<file path="src/core/vdac_pkg.sv">
// Shared constants and types for the voltage output register block.
package vdac_pkg;

  // Channel counts and widths.
  localparam int unsigned NUM_CH   = 8;
  localparam int unsigned CODE_W   = 12;
  localparam int unsigned CH_AW    = 3;
  localparam int unsigned CTL_CH   = 2;
  localparam int unsigned CTL_BASE = 6;
  localparam int unsigned ADDR_W   = 32;
  localparam int unsigned DATA_W   = 32;
  localparam int unsigned STRB_W   = 4;

  // Control register byte addresses (channels 6 and 7).
  localparam logic [31:0] ANALOG_OUT6_CONTROL_ADDR = 32'h4008_2418;
  localparam logic [31:0] ANALOG_OUT7_CONTROL_ADDR = 32'h4008_241C;

  // Data register byte addresses (channels 0 to 7).
  localparam logic [31:0] ANALOG_OUT0_CODE_ADDR = 32'h4008_6404;
  localparam logic [31:0] ANALOG_OUT1_CODE_ADDR = 32'h4008_6408;
  localparam logic [31:0] ANALOG_OUT2_CODE_ADDR = 32'h4008_640C;
  localparam logic [31:0] ANALOG_OUT3_CODE_ADDR = 32'h4008_6410;
  localparam logic [31:0] ANALOG_OUT4_CODE_ADDR = 32'h4008_6414;
  localparam logic [31:0] ANALOG_OUT5_CODE_ADDR = 32'h4008_6418;
  localparam logic [31:0] ANALOG_OUT6_CODE_ADDR = 32'h4008_641C;
  localparam logic [31:0] ANALOG_OUT7_CODE_ADDR = 32'h4008_6420;

  // Control register field positions.
  localparam int unsigned RANGE_SELECT_LSB = 0;
  localparam int unsigned RSV_LO_LSB       = 2;
  localparam int unsigned ENABLE_BIT       = 4;
  localparam int unsigned RSV_HI_LSB       = 5;
  localparam int unsigned POWER_DOWN_BIT   = 8;
  localparam int unsigned CTL_STORED_W     = 9;

  // Data register field position.
  localparam int unsigned CODE_LSB = 16;

  // Range select encodings; the other two codes are reserved.
  localparam logic [1:0] RANGE_INTERNAL_REF = 2'h0;
  localparam logic [1:0] RANGE_SUPPLY       = 2'h3;

  // Reset values.
  localparam logic [15:0] CTL_RESET  = 16'h0100;
  localparam logic [31:0] CODE_RESET = 32'h0000_0000;

  // Stored control bits, laid out exactly as bits 8 to 0 of the register.
  typedef struct packed {
    logic       power_down_bit;
    logic [2:0] rsv_hi;
    logic       enable;
    logic [1:0] rsv_lo;
    logic [1:0] range_select;
  } ctl_s;

  // Result of an address decode.
  typedef struct packed {
    logic             hit;
    logic             is_ctl;
    logic [CH_AW-1:0] idx;
  } dec_s;

endpackage : vdac_pkg

</file>
<file path="src/core/vdac_regs.sv">
// APB register block for the eight voltage output channels and the controls of channels 6 and 7.
//
// Behaviour
// - Control bit 8 powers a channel down and floats its output, and it resets to 1.
// - While enable is 0 the channel's held code is cleared, one edge after the control write; when 1 the channel runs normally.
// - Range field bits 1:0 pick internal reference (00) or supply to ground (11); 01 and 10 are not to be written.
// - A write to the range field changes the channel's range at once.
// - Control bits 15:9 read as zero; bits 7:5 and 3:2 are writable, reset to zero, and steer nothing.
// - Each of the eight data registers holds a 12-bit read-write code in bits 27:16.
// - Data register bits 31:28 and 15:0 read as zero and software writes them as zero.
// - Every data register resets to all zeros.
`timescale 1ns/1ps
module vdac_regs (
  input  wire logic                                           SYS_CLK,
  input  wire logic                                           SRST,
  input  wire logic                                           PSEL,
  input  wire logic                                           PENABLE,
  input  wire logic                                           PWRITE,
  input  wire logic [vdac_pkg::ADDR_W-1:0]                    PADDR,
  input  wire logic [vdac_pkg::DATA_W-1:0]                    PWDATA,
  input  wire logic [vdac_pkg::STRB_W-1:0]                    PSTRB,
  output logic      [vdac_pkg::DATA_W-1:0]                    PRDATA,
  output logic                                                PREADY,
  output logic                                                PSLVERR,
  output logic      [vdac_pkg::CTL_CH-1:0]                    POWER_DOWN,
  output logic      [vdac_pkg::CTL_CH-1:0]                    CHAN_ENABLE,
  output logic      [2*vdac_pkg::CTL_CH-1:0]                  RANGE_SEL,
  output logic      [vdac_pkg::NUM_CH*vdac_pkg::CODE_W-1:0]   CODE_OUT
);

  import vdac_pkg::*;

  // Bus transfer phases, one-hot.
  // A transfer always takes three cycles: the setup cycle, one wait cycle and the answer cycle.
  // The wait cycle is there because the code store hands out its read word from a register,
  // so the word for the setup address is ready only one edge after the setup edge.
  // The answer cycle raises PREADY for exactly one cycle, and a write lands at the edge that
  // ends it, the one edge at which the master is sure to hold address, data and strobes.
  // The next setup may follow straight after the answer cycle.
  typedef enum logic [2:0] {
    BUS_IDLE    = 3'b001,
    BUS_FETCH   = 3'b010,
    BUS_RESPOND = 3'b100
  } bus_e;

  // All state of the block.
  // The read word, PREADY and PSLVERR are held here so that the bus outputs come
  // straight from flip-flops; the read word is zero outside the answer cycle.
  // The converter codes are registered too, which costs one cycle of latency on CODE_OUT.
  // Nothing outside this struct and the code store remembers anything.
  typedef struct packed {
    bus_e                                 st;
    logic [DATA_W-1:0]                    prdata;
    logic                                 pready;
    logic                                 pslverr;
    ctl_s [CTL_CH-1:0]                    ctl;
    logic [NUM_CH-1:0][CODE_W-1:0]        code_out;
  } state_s;

  // Reset image of the control bits.
  // Only bits 8 to 0 are stored, so the upper read-only bits cannot hold anything
  // that a later read would have to mask.
  localparam ctl_s CTL_RST = ctl_s'(CTL_RESET[CTL_STORED_W-1:0]);

  // Width of the index that picks one of the locally controlled channels.
  localparam int unsigned CTL_IW = $clog2(CTL_CH);

  // Reset image of the whole state.
  localparam state_s STATE_RST = '{
    st:       BUS_IDLE,
    prdata:   CODE_RESET,
    pready:   1'b0,
    pslverr:  1'b0,
    ctl:      {CTL_CH{CTL_RST}},
    code_out: '0
  };

  // Data register addresses in channel order.
  // The full 32-bit address is compared, so aliases of a register never answer
  // and reach the error response instead.
  // Entry 0 sits at the lowest bits of the packed array.
  localparam logic [NUM_CH-1:0][31:0] CODE_ADDR = {
    ANALOG_OUT7_CODE_ADDR,
    ANALOG_OUT6_CODE_ADDR,
    ANALOG_OUT5_CODE_ADDR,
    ANALOG_OUT4_CODE_ADDR,
    ANALOG_OUT3_CODE_ADDR,
    ANALOG_OUT2_CODE_ADDR,
    ANALOG_OUT1_CODE_ADDR,
    ANALOG_OUT0_CODE_ADDR
  };

  state_s state_r;
  state_s state_nxt;

  // Decoded view of the current bus address.
  dec_s dec;

  // Code store ports.
  logic                          store_wr_en;
  logic [CODE_W-1:0]             store_wr_data;
  logic [NUM_CH-1:0]             store_clr;
  logic [CODE_W-1:0]             store_rd_data;
  logic [NUM_CH*CODE_W-1:0]      store_words;
  logic [NUM_CH-1:0][CODE_W-1:0] held_code;

  // Bus access helpers.
  logic                          access;
  logic                          wr_hit;
  logic [CTL_IW-1:0]             ctl_idx;

  // Maps a bus address to a register; an address of no register gives hit low.
  // Reads, writes and the error response all use this one decode, so they agree
  // on which addresses exist.
  // The control addresses differ from every data address, so at most one register matches.
  function automatic dec_s decode(input logic [ADDR_W-1:0] addr);
    dec_s d;
    d = '0;
    if (addr == ANALOG_OUT6_CONTROL_ADDR)
    begin
      d.hit    = 1'b1;
      d.is_ctl = 1'b1;
      d.idx    = CH_AW'(CTL_BASE);
    end
    else if (addr == ANALOG_OUT7_CONTROL_ADDR)
    begin
      d.hit    = 1'b1;
      d.is_ctl = 1'b1;
      d.idx    = CH_AW'(CTL_BASE + 1);
    end
    for (int i = 0; i < NUM_CH; i++)
    begin
      if (addr == CODE_ADDR[i])
      begin
        d.hit = 1'b1;
        d.idx = CH_AW'(i);
      end
    end
    return d;
  endfunction : decode

  // Merges written byte lanes into the stored control bits.
  // Lane 0 carries bits 7 to 0 and lane 1 the power-down bit; the other lanes hold
  // only read-only bits, so their strobes are ignored.
  function automatic ctl_s merge_ctl(input ctl_s old, input logic [DATA_W-1:0] wdata,
                                     input logic [STRB_W-1:0] strb);
    logic [CTL_STORED_W-1:0] bits;
    bits = old;
    if (strb[0])
    begin
      bits[7:0] = wdata[7:0];
    end
    if (strb[1])
    begin
      bits[POWER_DOWN_BIT] = wdata[POWER_DOWN_BIT];
    end
    return ctl_s'(bits);
  endfunction : merge_ctl

  // Merges written byte lanes into a stored 12-bit code; bits outside the field are dropped.
  // Lane 2 carries code bits 7 to 0 and lane 3 code bits 11 to 8; the top nibble of lane 3
  // and lanes 0 and 1 are read-only and never reach the store.
  function automatic logic [CODE_W-1:0] merge_code(input logic [CODE_W-1:0] old,
                                                  input logic [DATA_W-1:0] wdata,
                                                  input logic [STRB_W-1:0] strb);
    logic [CODE_W-1:0] code;
    code = old;
    if (strb[2])
    begin
      code[7:0] = wdata[CODE_LSB +: 8];
    end
    if (strb[3])
    begin
      code[CODE_W-1:8] = wdata[CODE_LSB+8 +: CODE_W-8];
    end
    return code;
  endfunction : merge_code

  // Address decode and the completing access.
  // The access term is true only at the edge that ends the answer cycle, so a write can
  // never land twice, even while the master keeps its request up for a cycle too long.
  // The control index is cut to the width of the control array on purpose.
  assign dec     = decode(PADDR);
  assign access  = (state_r.st == BUS_RESPOND) && PSEL && PENABLE;
  assign wr_hit  = access && PWRITE && dec.hit;
  assign ctl_idx = CTL_IW'(dec.idx - CH_AW'(CTL_BASE));
  assign held_code = store_words;

  // Code writes go to the store at the edge that completes the transfer.
  // The write word merges into the held code, so a write with only one code lane enabled
  // keeps the other part of the code.
  assign store_wr_en   = wr_hit && !dec.is_ctl;
  assign store_wr_data = merge_code(held_code[dec.idx], PWDATA, PSTRB);

  // Channels without local controls are never cleared; 6 and 7 are cleared while disabled.
  // The clear is a level, not a pulse: a disabled channel keeps a zero code for as long as
  // it stays disabled, and a code written meanwhile is lost rather than kept for later.
  // Software must enable the channel first and write its code afterwards.
  // The clear follows the registered enable bit, one edge after the control write.
  always_comb
  begin
    store_clr = '0;
    for (int i = 0; i < CTL_CH; i++)
    begin
      store_clr[CTL_BASE + i] = !state_r.ctl[i].enable;
    end
  end

  // Storage of the eight output codes, all zero after reset.
  // The store reads and writes at the decoded channel; its read word is registered,
  // which is why the bus needs its wait cycle.
  // All words are also visible at once for the converter drive.
  code_store #(
    .WIDTH (CODE_W),
    .DEPTH (NUM_CH),
    .AW    (CH_AW)
  ) u_store (
    .clk     (SYS_CLK),
    .srst    (SRST),
    .wr_en   (store_wr_en),
    .wr_addr (dec.idx),
    .wr_data (store_wr_data),
    .clr     (store_clr),
    .rd_addr (dec.idx),
    .rd_data (store_rd_data),
    .words   (store_words)
  );

  // Next state: bus sequencing, control writes and converter drive.
  // Everything defaults to holding its value, so each branch below states only what changes.
  // The three parts read only registered state and bus inputs, never each other's next values.
  // That keeps the parts independent, so their order below does not matter.
  always_comb
  begin
    state_nxt = state_r;

    // Bus phases: setup starts a fetch, fetch loads the answer, respond completes it.
    // An unmapped address still gets its answer, with PSLVERR set and a zero read word,
    // so a stray access never hangs the bus.
    // The answer is held until the master completes the access phase.
    // A write answers with a zero read word as well.
    unique case (state_r.st)
      BUS_IDLE:
      begin
        state_nxt.pready  = 1'b0;
        state_nxt.pslverr = 1'b0;
        if (PSEL && !PENABLE)
        begin
          state_nxt.st = BUS_FETCH;
        end
      end
      BUS_FETCH:
      begin
        state_nxt.st      = BUS_RESPOND;
        state_nxt.pready  = 1'b1;
        state_nxt.pslverr = !dec.hit;
        state_nxt.prdata  = '0;
        if (!PWRITE && dec.hit)
        begin
          if (dec.is_ctl)
          begin
            state_nxt.prdata[CTL_STORED_W-1:0] = state_r.ctl[ctl_idx];
          end
          else
          begin
            state_nxt.prdata[CODE_LSB +: CODE_W] = store_rd_data;
          end
        end
      end
      BUS_RESPOND:
      begin
        if (access)
        begin
          state_nxt.st      = BUS_IDLE;
          state_nxt.pready  = 1'b0;
          state_nxt.pslverr = 1'b0;
          state_nxt.prdata  = '0;
        end
      end
    endcase

    // Control writes land at the completing edge, range included, with no further trigger.
    // The new range reaches RANGE_SEL at that same edge, with no wait for a data write.
    // Reserved range codes are stored as written, since software is the side that must avoid them.
    if (wr_hit && dec.is_ctl)
    begin
      state_nxt.ctl[ctl_idx] = merge_ctl(state_r.ctl[ctl_idx], PWDATA, PSTRB);
    end

    // Converter codes: channels 6 and 7 pass their code only while enabled and powered up.
    // A powered-down channel keeps its stored code, so powering it up again brings the old
    // code back; a disabled channel has lost its code in the store.
    // Channels 0 to 5 have no controls here and always drive their stored code.
    // The drive follows the stored code one edge after the store changes.
    for (int i = 0; i < NUM_CH; i++)
    begin
      state_nxt.code_out[i] = held_code[i];
    end
    for (int i = 0; i < CTL_CH; i++)
    begin
      if (!state_r.ctl[i].enable || state_r.ctl[i].power_down_bit)
      begin
        state_nxt.code_out[CTL_BASE + i] = '0;
      end
    end
  end

  // State register with synchronous reset.
  // Reset puts channels 6 and 7 into power-down, every code to zero and the bus idle,
  // whatever transfer was in flight.
  // The code store is reset by the same line.
  always_ff @(posedge SYS_CLK)
  begin
    if (SRST)
    begin
      state_r <= STATE_RST;
    end
    else
    begin
      state_r <= state_nxt;
    end
  end

  // Outputs straight from the state register.
  // No logic stands between these flip-flops and the pins.
  // The read word is zero whenever PREADY is low.
  assign PRDATA   = state_r.prdata;
  assign PREADY   = state_r.pready;
  assign PSLVERR  = state_r.pslverr;
  assign CODE_OUT = state_r.code_out;

  // Per-channel control outputs for channels 6 and 7.
  // Bit 0 of POWER_DOWN and CHAN_ENABLE and bits 1 to 0 of RANGE_SEL belong to channel 6;
  // the next bit or pair belongs to channel 7.
  generate
    for (genvar g = 0; g < CTL_CH; g++)
    begin : g_ctl_out
      assign POWER_DOWN[g]       = state_r.ctl[g].power_down_bit;
      assign CHAN_ENABLE[g]      = state_r.ctl[g].enable;
      assign RANGE_SEL[2*g +: 2] = state_r.ctl[g].range_select;
    end
  endgenerate

endmodule : vdac_regs

</file>
<file path="src/core/code_store.sv">
// Small word store for the channel output codes, with clear lines and a registered read port.
`timescale 1ns/1ps
module code_store #(
  parameter int unsigned WIDTH = 12,
  parameter int unsigned DEPTH = 8,
  parameter int unsigned AW    = 3
) (
  input  wire logic                   clk,
  input  wire logic                   srst,
  input  wire logic                   wr_en,
  input  wire logic [AW-1:0]          wr_addr,
  input  wire logic [WIDTH-1:0]       wr_data,
  input  wire logic [DEPTH-1:0]       clr,
  input  wire logic [AW-1:0]          rd_addr,
  output logic      [WIDTH-1:0]       rd_data,
  output logic      [DEPTH*WIDTH-1:0] words
);

  typedef struct packed {
    logic [DEPTH-1:0][WIDTH-1:0] mem;
    logic [WIDTH-1:0]            rd;
  } store_s;

  store_s store_r;
  store_s store_nxt;

  // A clear line beats a write to the same word in the same cycle.
  // The read word is taken after clears and writes, so a read set up in the cycle in which
  // a word is cleared already sees the zero.
  always_comb
  begin
    store_nxt = store_r;
    for (int i = 0; i < DEPTH; i++)
    begin
      if (clr[i])
      begin
        store_nxt.mem[i] = '0;
      end
      else if (wr_en && (wr_addr == AW'(i)))
      begin
        store_nxt.mem[i] = wr_data;
      end
    end
    store_nxt.rd = store_nxt.mem[rd_addr];
  end

  // All words reset to zero.
  always_ff @(posedge clk)
  begin
    if (srst)
    begin
      store_r <= '0;
    end
    else
    begin
      store_r <= store_nxt;
    end
  end

  // Every word is visible at once for the converters.
  assign rd_data = store_r.rd;
  assign words   = store_r.mem;

endmodule : code_store

</file>
<file path="config.mk">
export PLATFORM = sky130hd
export DESIGN_NAME = vdac_regs
export DESIGN_NICKNAME = d
export VERILOG_FILES = /design/src/core/vdac_pkg.sv /design/src/core/vdac_regs.sv /design/src/core/code_store.sv
export SDC_FILE = /design/constraint.sdc
export NUM_CORES = 1
export LEC_CHECK = 0
export BUFFER_PORTS_ARGS = -buffer_cell sky130_fd_sc_hd__buf_4
export CORE_MARGIN = 4
export CORE_UTILIZATION = 32
export DETAILED_ROUTE_END_ITERATION = 7
export GPL_ROUTABILITY_DRIVEN = 1
export GPL_TIMING_DRIVEN = 0
export PLACE_DENSITY = 0.59
export SYNTH_ARGS = -nofsm -noshare
export SYNTH_HDL_FRONTEND = slang
export SYNTH_SLANG_ARGS = --single-unit
</file>
<file path="constraint.sdc">
create_clock -name SYS_CLK -period 6.6 [get_ports SYS_CLK]
set_clock_uncertainty 0.1 [all_clocks]
set_input_delay 1.32 -clock SYS_CLK [delete_from_list [all_inputs] [get_ports SYS_CLK]]
set_output_delay 1.32 -clock SYS_CLK [all_outputs]
set_load 0.03 [all_outputs]
</file>
==> Word level (Yosys, flattened, before mapping) <==
Index checks and enable logic that the tools add are counted.
{ "word_totals": {"latch_bits": 0, "memories": 0, "mem_bits_rw": 0, "mem_bits_ro": 0, "output_inout_bits": 138, "regBits": 259, "elab_cells": 140} }
{ "op_classes": {"addsub": 1, "n_reduce_logical": 31, "n_eq_ne": 22, "bitwise": 0, "mul": 0, "muxes": 52, "div_mod_pow": 0, "order_cmp": 3, "n_shift": 0} }
{ "op_table": {"columns": ["operator", "count"], "rows": [
  ["32-bit by 31-bit equality test with 1-bit output, second input constant", 10],
  ["12-bit two-way mux", 14],
  ["12-bit binary-select mux with 3-bit select", 2],
  ["32-bit case mux with 2 select lines", 1],
  ["9-bit two-way mux", 5],
  ["37-bit two-way mux", 1],
  ["3-bit two-way mux", 9],
  ["8-bit two-way mux", 3],
  ["18-bit bitwise mux", 1],
  ["1-bit logical AND", 17],
  ["3-bit equality test, second input constant", 5],
  ["1-bit two-way mux", 10],
  ["5-bit two-way mux", 2],
  ["9-bit demux with 1-bit select", 1],
  ["3-bit by 2-bit equality test with 1-bit output, second input constant", 3],
  ["3-bit case mux with 3 select lines", 1],
  ["3-bit by 1-bit equality test with 1-bit output, second input constant", 2],
  ["1-bit zero test", 6],
  ["2-bit case mux with 3 select lines", 1],
  ["3-bit by 4-bit less-than comparator with 1-bit output, second input constant", 1],
  ["4-bit two-way mux", 1],
  ["2-bit inequality test, second input constant", 2],
  ["2-bit AND reduction", 2],
  ["2-bit OR reduction", 2],
  ["6 further kinds", 7]
]} }

==> Depth between registers and ports, before layout <==
{ "logic_depth": {"word_depth": 18, "depth_mapped": 12, "mapped_depth_nobuf": 8} }

==> Cells and area by module <==
A second synthesis with hierarchy kept.
{ "hier_totals": {"cells_unflattened": 1221, "hier_area_um2": 11197.0} }
{ "by_module_without_submodules": {"columns": ["mod", "area_each_um2", "instances", "cells_each"], "rows": [
  ["vdac_regs", 6784.0, 1, 767],
  ["code_store", 4413.0, 1, 454]
]} }

==> Worst setup path after synthesis <==
Ideal clock, no wire load.
{ "synth_timing": {"kind": "input-to-reg", "from": "in PADDR[2] (netlist bit)", "to": "reg u_store.store_r (netlist bit u_store.rd_data[4])", "arrival_ns": 3.536, "n_path_buf": 1, "path_stages": 8, "slack_ns": 2.825, "path_cell_list": "or3b_4 > a311o_1 > a211oi_4 > buf_6 > mux2i_1 > a211oi_2 > a211oi_2 > o21ai_0"} }
{ "synth_via": {"elab_chain_cells": 18, "elab_cells_between_ends": 62, "classes_between": "17 x eq/ne; 33 x mux; 12 x reduce/logical"} }
{ "synth_lines": {"columns": ["element", "line", "source"], "rows": [
  ["start, declared", "vdac_regs.sv:19", "input wire logic [vdac_pkg::ADDR_W-1:0] PADDR,"],
  ["32-bit by 31-bit equality test with 1-bit output", "vdac_regs.sv:125", "else if (addr == ANALOG_OUT7_CONTROL_ADDR)"],
  ["5-bit two-way mux", "vdac_regs.sv:125", null],
  ["5-bit two-way mux", "vdac_regs.sv:119", "if (addr == ANALOG_OUT6_CONTROL_ADDR)"],
  ["3-bit two-way mux / 1-bit two-way mux (equally long branches) (8 in series)", "vdac_regs.sv:133", "if (addr == CODE_ADDR[i])"],
  ["12-bit binary-select mux with 3-bit select / 1-bit logical AND (equally long branches)", "vdac_regs.sv:193, vdac_regs.sv:185", null],
  ["12-bit two-way mux (implied by the code) / 1-bit logical AND (equally long branches)", "vdac_regs.sv:193, vdac_regs.sv:192", null],
  ["8-bit two-way mux / 1-bit logical AND (equally long branches)", "vdac_regs.sv:168, code_store.sv:39", null],
  ["12-bit two-way mux", "code_store.sv:39", "else if (wr_en && (wr_addr == AW'(i)))"],
  ["12-bit two-way mux", "code_store.sv:35", "if (clr[i])"],
  ["12-bit binary-select mux with 3-bit select *", "code_store.sv:44", "store_nxt.rd = store_nxt.mem[rd_addr];"],
  ["12-bit two-way mux (implied by the code) *", "code_store.sv:44", null],
  ["end signal, assigned", "code_store.sv:56", "store_r <= store_nxt;"],
  ["end, declared", "code_store.sv:24", "store_s store_r;"]
]} }
Every way passes the cells marked *; elsewhere a longest branch is shown, timed or not. The select of a mux whose other input is x is not followed.
A chain may end at the register's enable or synchronous reset.

==> Final worst setup path <==
{ "layout_timing": {"from": "in PADDR[28] (netlist bit)", "to": "reg u_store.store_r (netlist bit u_store.rd_data[4])"} }
The elaborated chain is that of the path after synthesis.

==> summary.md <==
| Metric | Value |
|---|---|
| R2r startpoint | state_r[148]$_SDFFE_PP1P_ |
| Area share of the leading cell type in the synthesized netlist | approximately two fifths |
| WL final | 54,230 microns |
| CTS Root Cell | clkbuf_16 |
| Library cells used by synthesis | 86 |
| Initial antenna violation count | 0 |
| CTS tree | built |
| Leading area contributor after synthesis | dfxtp_1 |
| VDD IR max | ~0.14 mV |
| Fin crit share | between 80% and 90% |
| Max Clk Rate | approximately 0.18 GHz |
| H-tree depth | 1 |
| Post-DR wirelength/cell | around 26 microns |
| Most common cell after layout, fill and taps aside | buf_4 |
| Power density over cell area | between 200 and 250 nW/um^2 |
| Critical path launch point | PADDR[28] |
| Worst slew pin tran | between 1000 and 1500 ps |
| Final critical-path required period | between 5000 and 6000 ps |
| Post-synthesis sequential area ratio | roughly two fifths |
| Number of hold buffers added after CTS | 0 |
| Setup repair after global routing missed its margin | no |
| Later-pin clock latency in the skew report | approximately 570 ps |
| Final cell count without fillers | ~2,100 |
| Placer Congestion | between 1 and 1.5 |
| P_leak | slightly below 0.006 uW |
| Die H | 201.0 microns |
| CP endpoint kind | register |
| 1st-iter DRT viols | between 1,000 and 1,500 |
| Final setup violation count | 0 |
| WP data arrival | approximately 5800 ps |
| CTS buffer count | 28 |
| I/O pins | ~210 |
| Final core utilization | about two fifths |
| CP required | 6810 ps |
| Global-route wire length before repair | 77,870 microns |
| Post-synthesis register bit count | 248 |
| Final Hold Fails | 0 |
| Num Clock Sinks | approximately 250 |
| Cells after Synth | about 1,400 |
| Syn Area/Cell | 8.486 sq um |
| Most frequent cells in the layout | 322 x buf_4, 248 x dfxtp_1, 173 x nand2_1, 109 x a21oi_1, 104 x nor2_1 |
| Port buffer count | ~180 |
| Die footprint | 40,380 sq um |
| DR vias | about 12,000 |
| Rows | 70 |
| EDFF count, synth | 0 |
| Starting Density | 32.47% |
| Ys async rst share | 0% |
| Placed Cells | ~2,100 |
| Fin nets | ~1,700 |
| Worst slack at placement | around 660 ps |
| Run status | finished, final reports clean |
| Core footprint | 36,700 sq um |
| Worst hold path class | reg2reg |
| Area Growth Syn to Fin | 24.87% |
| # DRC | 0 |
| Number of setup buffers added after CTS | 0 |
| GR Overflow Total | 0 |
| DP HPWL | slightly above 40,000 microns |
| Vias per std cell | approximately 5.5 |
| Max_cap viols | 0 |
| Critical path startpoint category | input port |
| CP Class | in2reg |
| Top FF cell, synth | dfxtp_1 |
| Clk buf depth | 3 |
| Die W | approximately 200 microns |
| Detailed Routing Iterations Pass 1 | 6 |
| Final worst slack | 1042 ps |
| HP Start | u_store.words[79]$_SDFF_PP0_ |
| Post-route ant nets | 0 |
| Largest net degree at the start of global routing | 14 |
| Synth Warn # | 0 |
| CP max FO | 10 |
| Share of post-route cells with drive strength above 1 | 27.32% |
| Total power | about 3300 uW |
| Clock transition at path regs | around 60 ps |
| GR Util All Layers | 25.52% |
| Relative slew slack | approximately an eighth |
| Setup TNS | 0 ps |
| Synth top area cells | dfxtp_1 42%, buf_4 8.7%, nand2_1 5.5% |
| Fin. max-slew vios | 0 |
| Synthesized cell area | 11,910 sq um |
| Vias in the first global route | approximately 11,000 |
| Post-CTS sizing | 0 |
[through the flow]
| step | cell area, sq um | hold slack [ps] |
|---|---|---|
| after global routing | 14870 | 369.7 |
| after floorplan | 11950 | 331.9 |
| after global placement | 13920 | 338.2 |
| after CTS | 14870 | 351.6 |
| final | 14880 | 351.6 |
| after detailed placement | 13920 | 343.2 |
[synth_stat cells (9+ instances only)]
cell type	count
a31oi_1	13
clkbuf_1	55
o211ai_1	12
buf_4	138
o22ai_1	14
nor2b_1	70
inv_1	18
a211oi_1	38
dfxtp_1	248
nand3_1	42
nor2_1	104
nand2_1	173
nand4_1	10
nand2b_1	10
o21ai_0	64
o2111ai_1	9
nor3_1	19
a211oi_2	17
mux2i_1	12
and3_1	15
buf_2	18
and2_1	24
a22oi_1	23
a21oi_1	109
[cell families after synthesis]
logic type	Yosys count	synth area share, %
other	1	0.03148
xor gates and xnor gates	1	0.07353
AOI/OAI and AO/OA	381	22.74
buffers and inverters	237	12.13
muxes	20	1.764
and+or+nand+nor	516	21.59
DFF	248	41.67
[area by class of cell]
| type | instances | area (sq um) |
|---|---|---|
| repair buffers | 185 | 1386 |
| multi-input cells | 929 | 5542 |
| plain buffers | 219 | 1378 |
| flip-flops and latches | 248 | 4965 |
| clock inverters | 11 | 77.57 |
| diodes | 2 | 5.005 |
| clock buffers | 41 | 870.8 |
| fillers | 3772 | 21820 |
| inverters | 18 | 67.56 |
| well taps | 468 | 585.6 |
[flip-flops by register name, summed over array words and instances (netlist names)]
name             count
CODE_OUT            96
u_store.words       96
PRDATA              21
state_r             13
u_store.rd_data     12
RANGE_SEL            4
CHAN_ENABLE          2
POWER_DOWN           2
PREADY               1
PSLVERR              1
[per-layer routing]
| layer | track usage, % | vias up | share of wire [%] |
|---|---|---|---|
| met1 | 34.05 | 5620 | 42 |
| met2 | 39.87 | 635 | 44 |
| met3 | 4.960 | 138 | 8.5 |
| met4 | 12.02 | 0 | 5.5 |
| li1 | - | 5289 | - |
| met5 | 0 | - | 0 |
[path summary, 6_finish.rpt]
kind	endpoint	slack, ps	cells after the start
worst min-delay path	u_store.words[79]$_SDFF_PP0_	350	2
worst max-delay path	u_store.rd_data[4]$_SDFF_PP0_	1040	11
worst max register to register	u_store.rd_data[4]$_SDFF_PP0_	2890	10
worst min register to register	u_store.words[79]$_SDFF_PP0_	350	2
[power breakdown]
| group | switching [uW] | total [uW] | internal (uW) | leakage, uW |
|---|---|---|---|---|
| Combinational | 128 | 183 | 54.6 | 0.00331 |
| Clock | 655 | 1570 | 918 | 0.000471 |
| Sequential | 1.94 | 1500 | 1500 | 0.00200 |
[worst max-delay path: stages]
cell	delay, ps
buf_4	110
nor4b_1	390
nand4_1	350
clkbuf_1	460
nor2_1	340
buf_2	420
nand2_1	560
o221ai_1	400
a211oi_2	110
a211oi_2	870
o21ai_0	430
(Power assumes the default switching activity.)
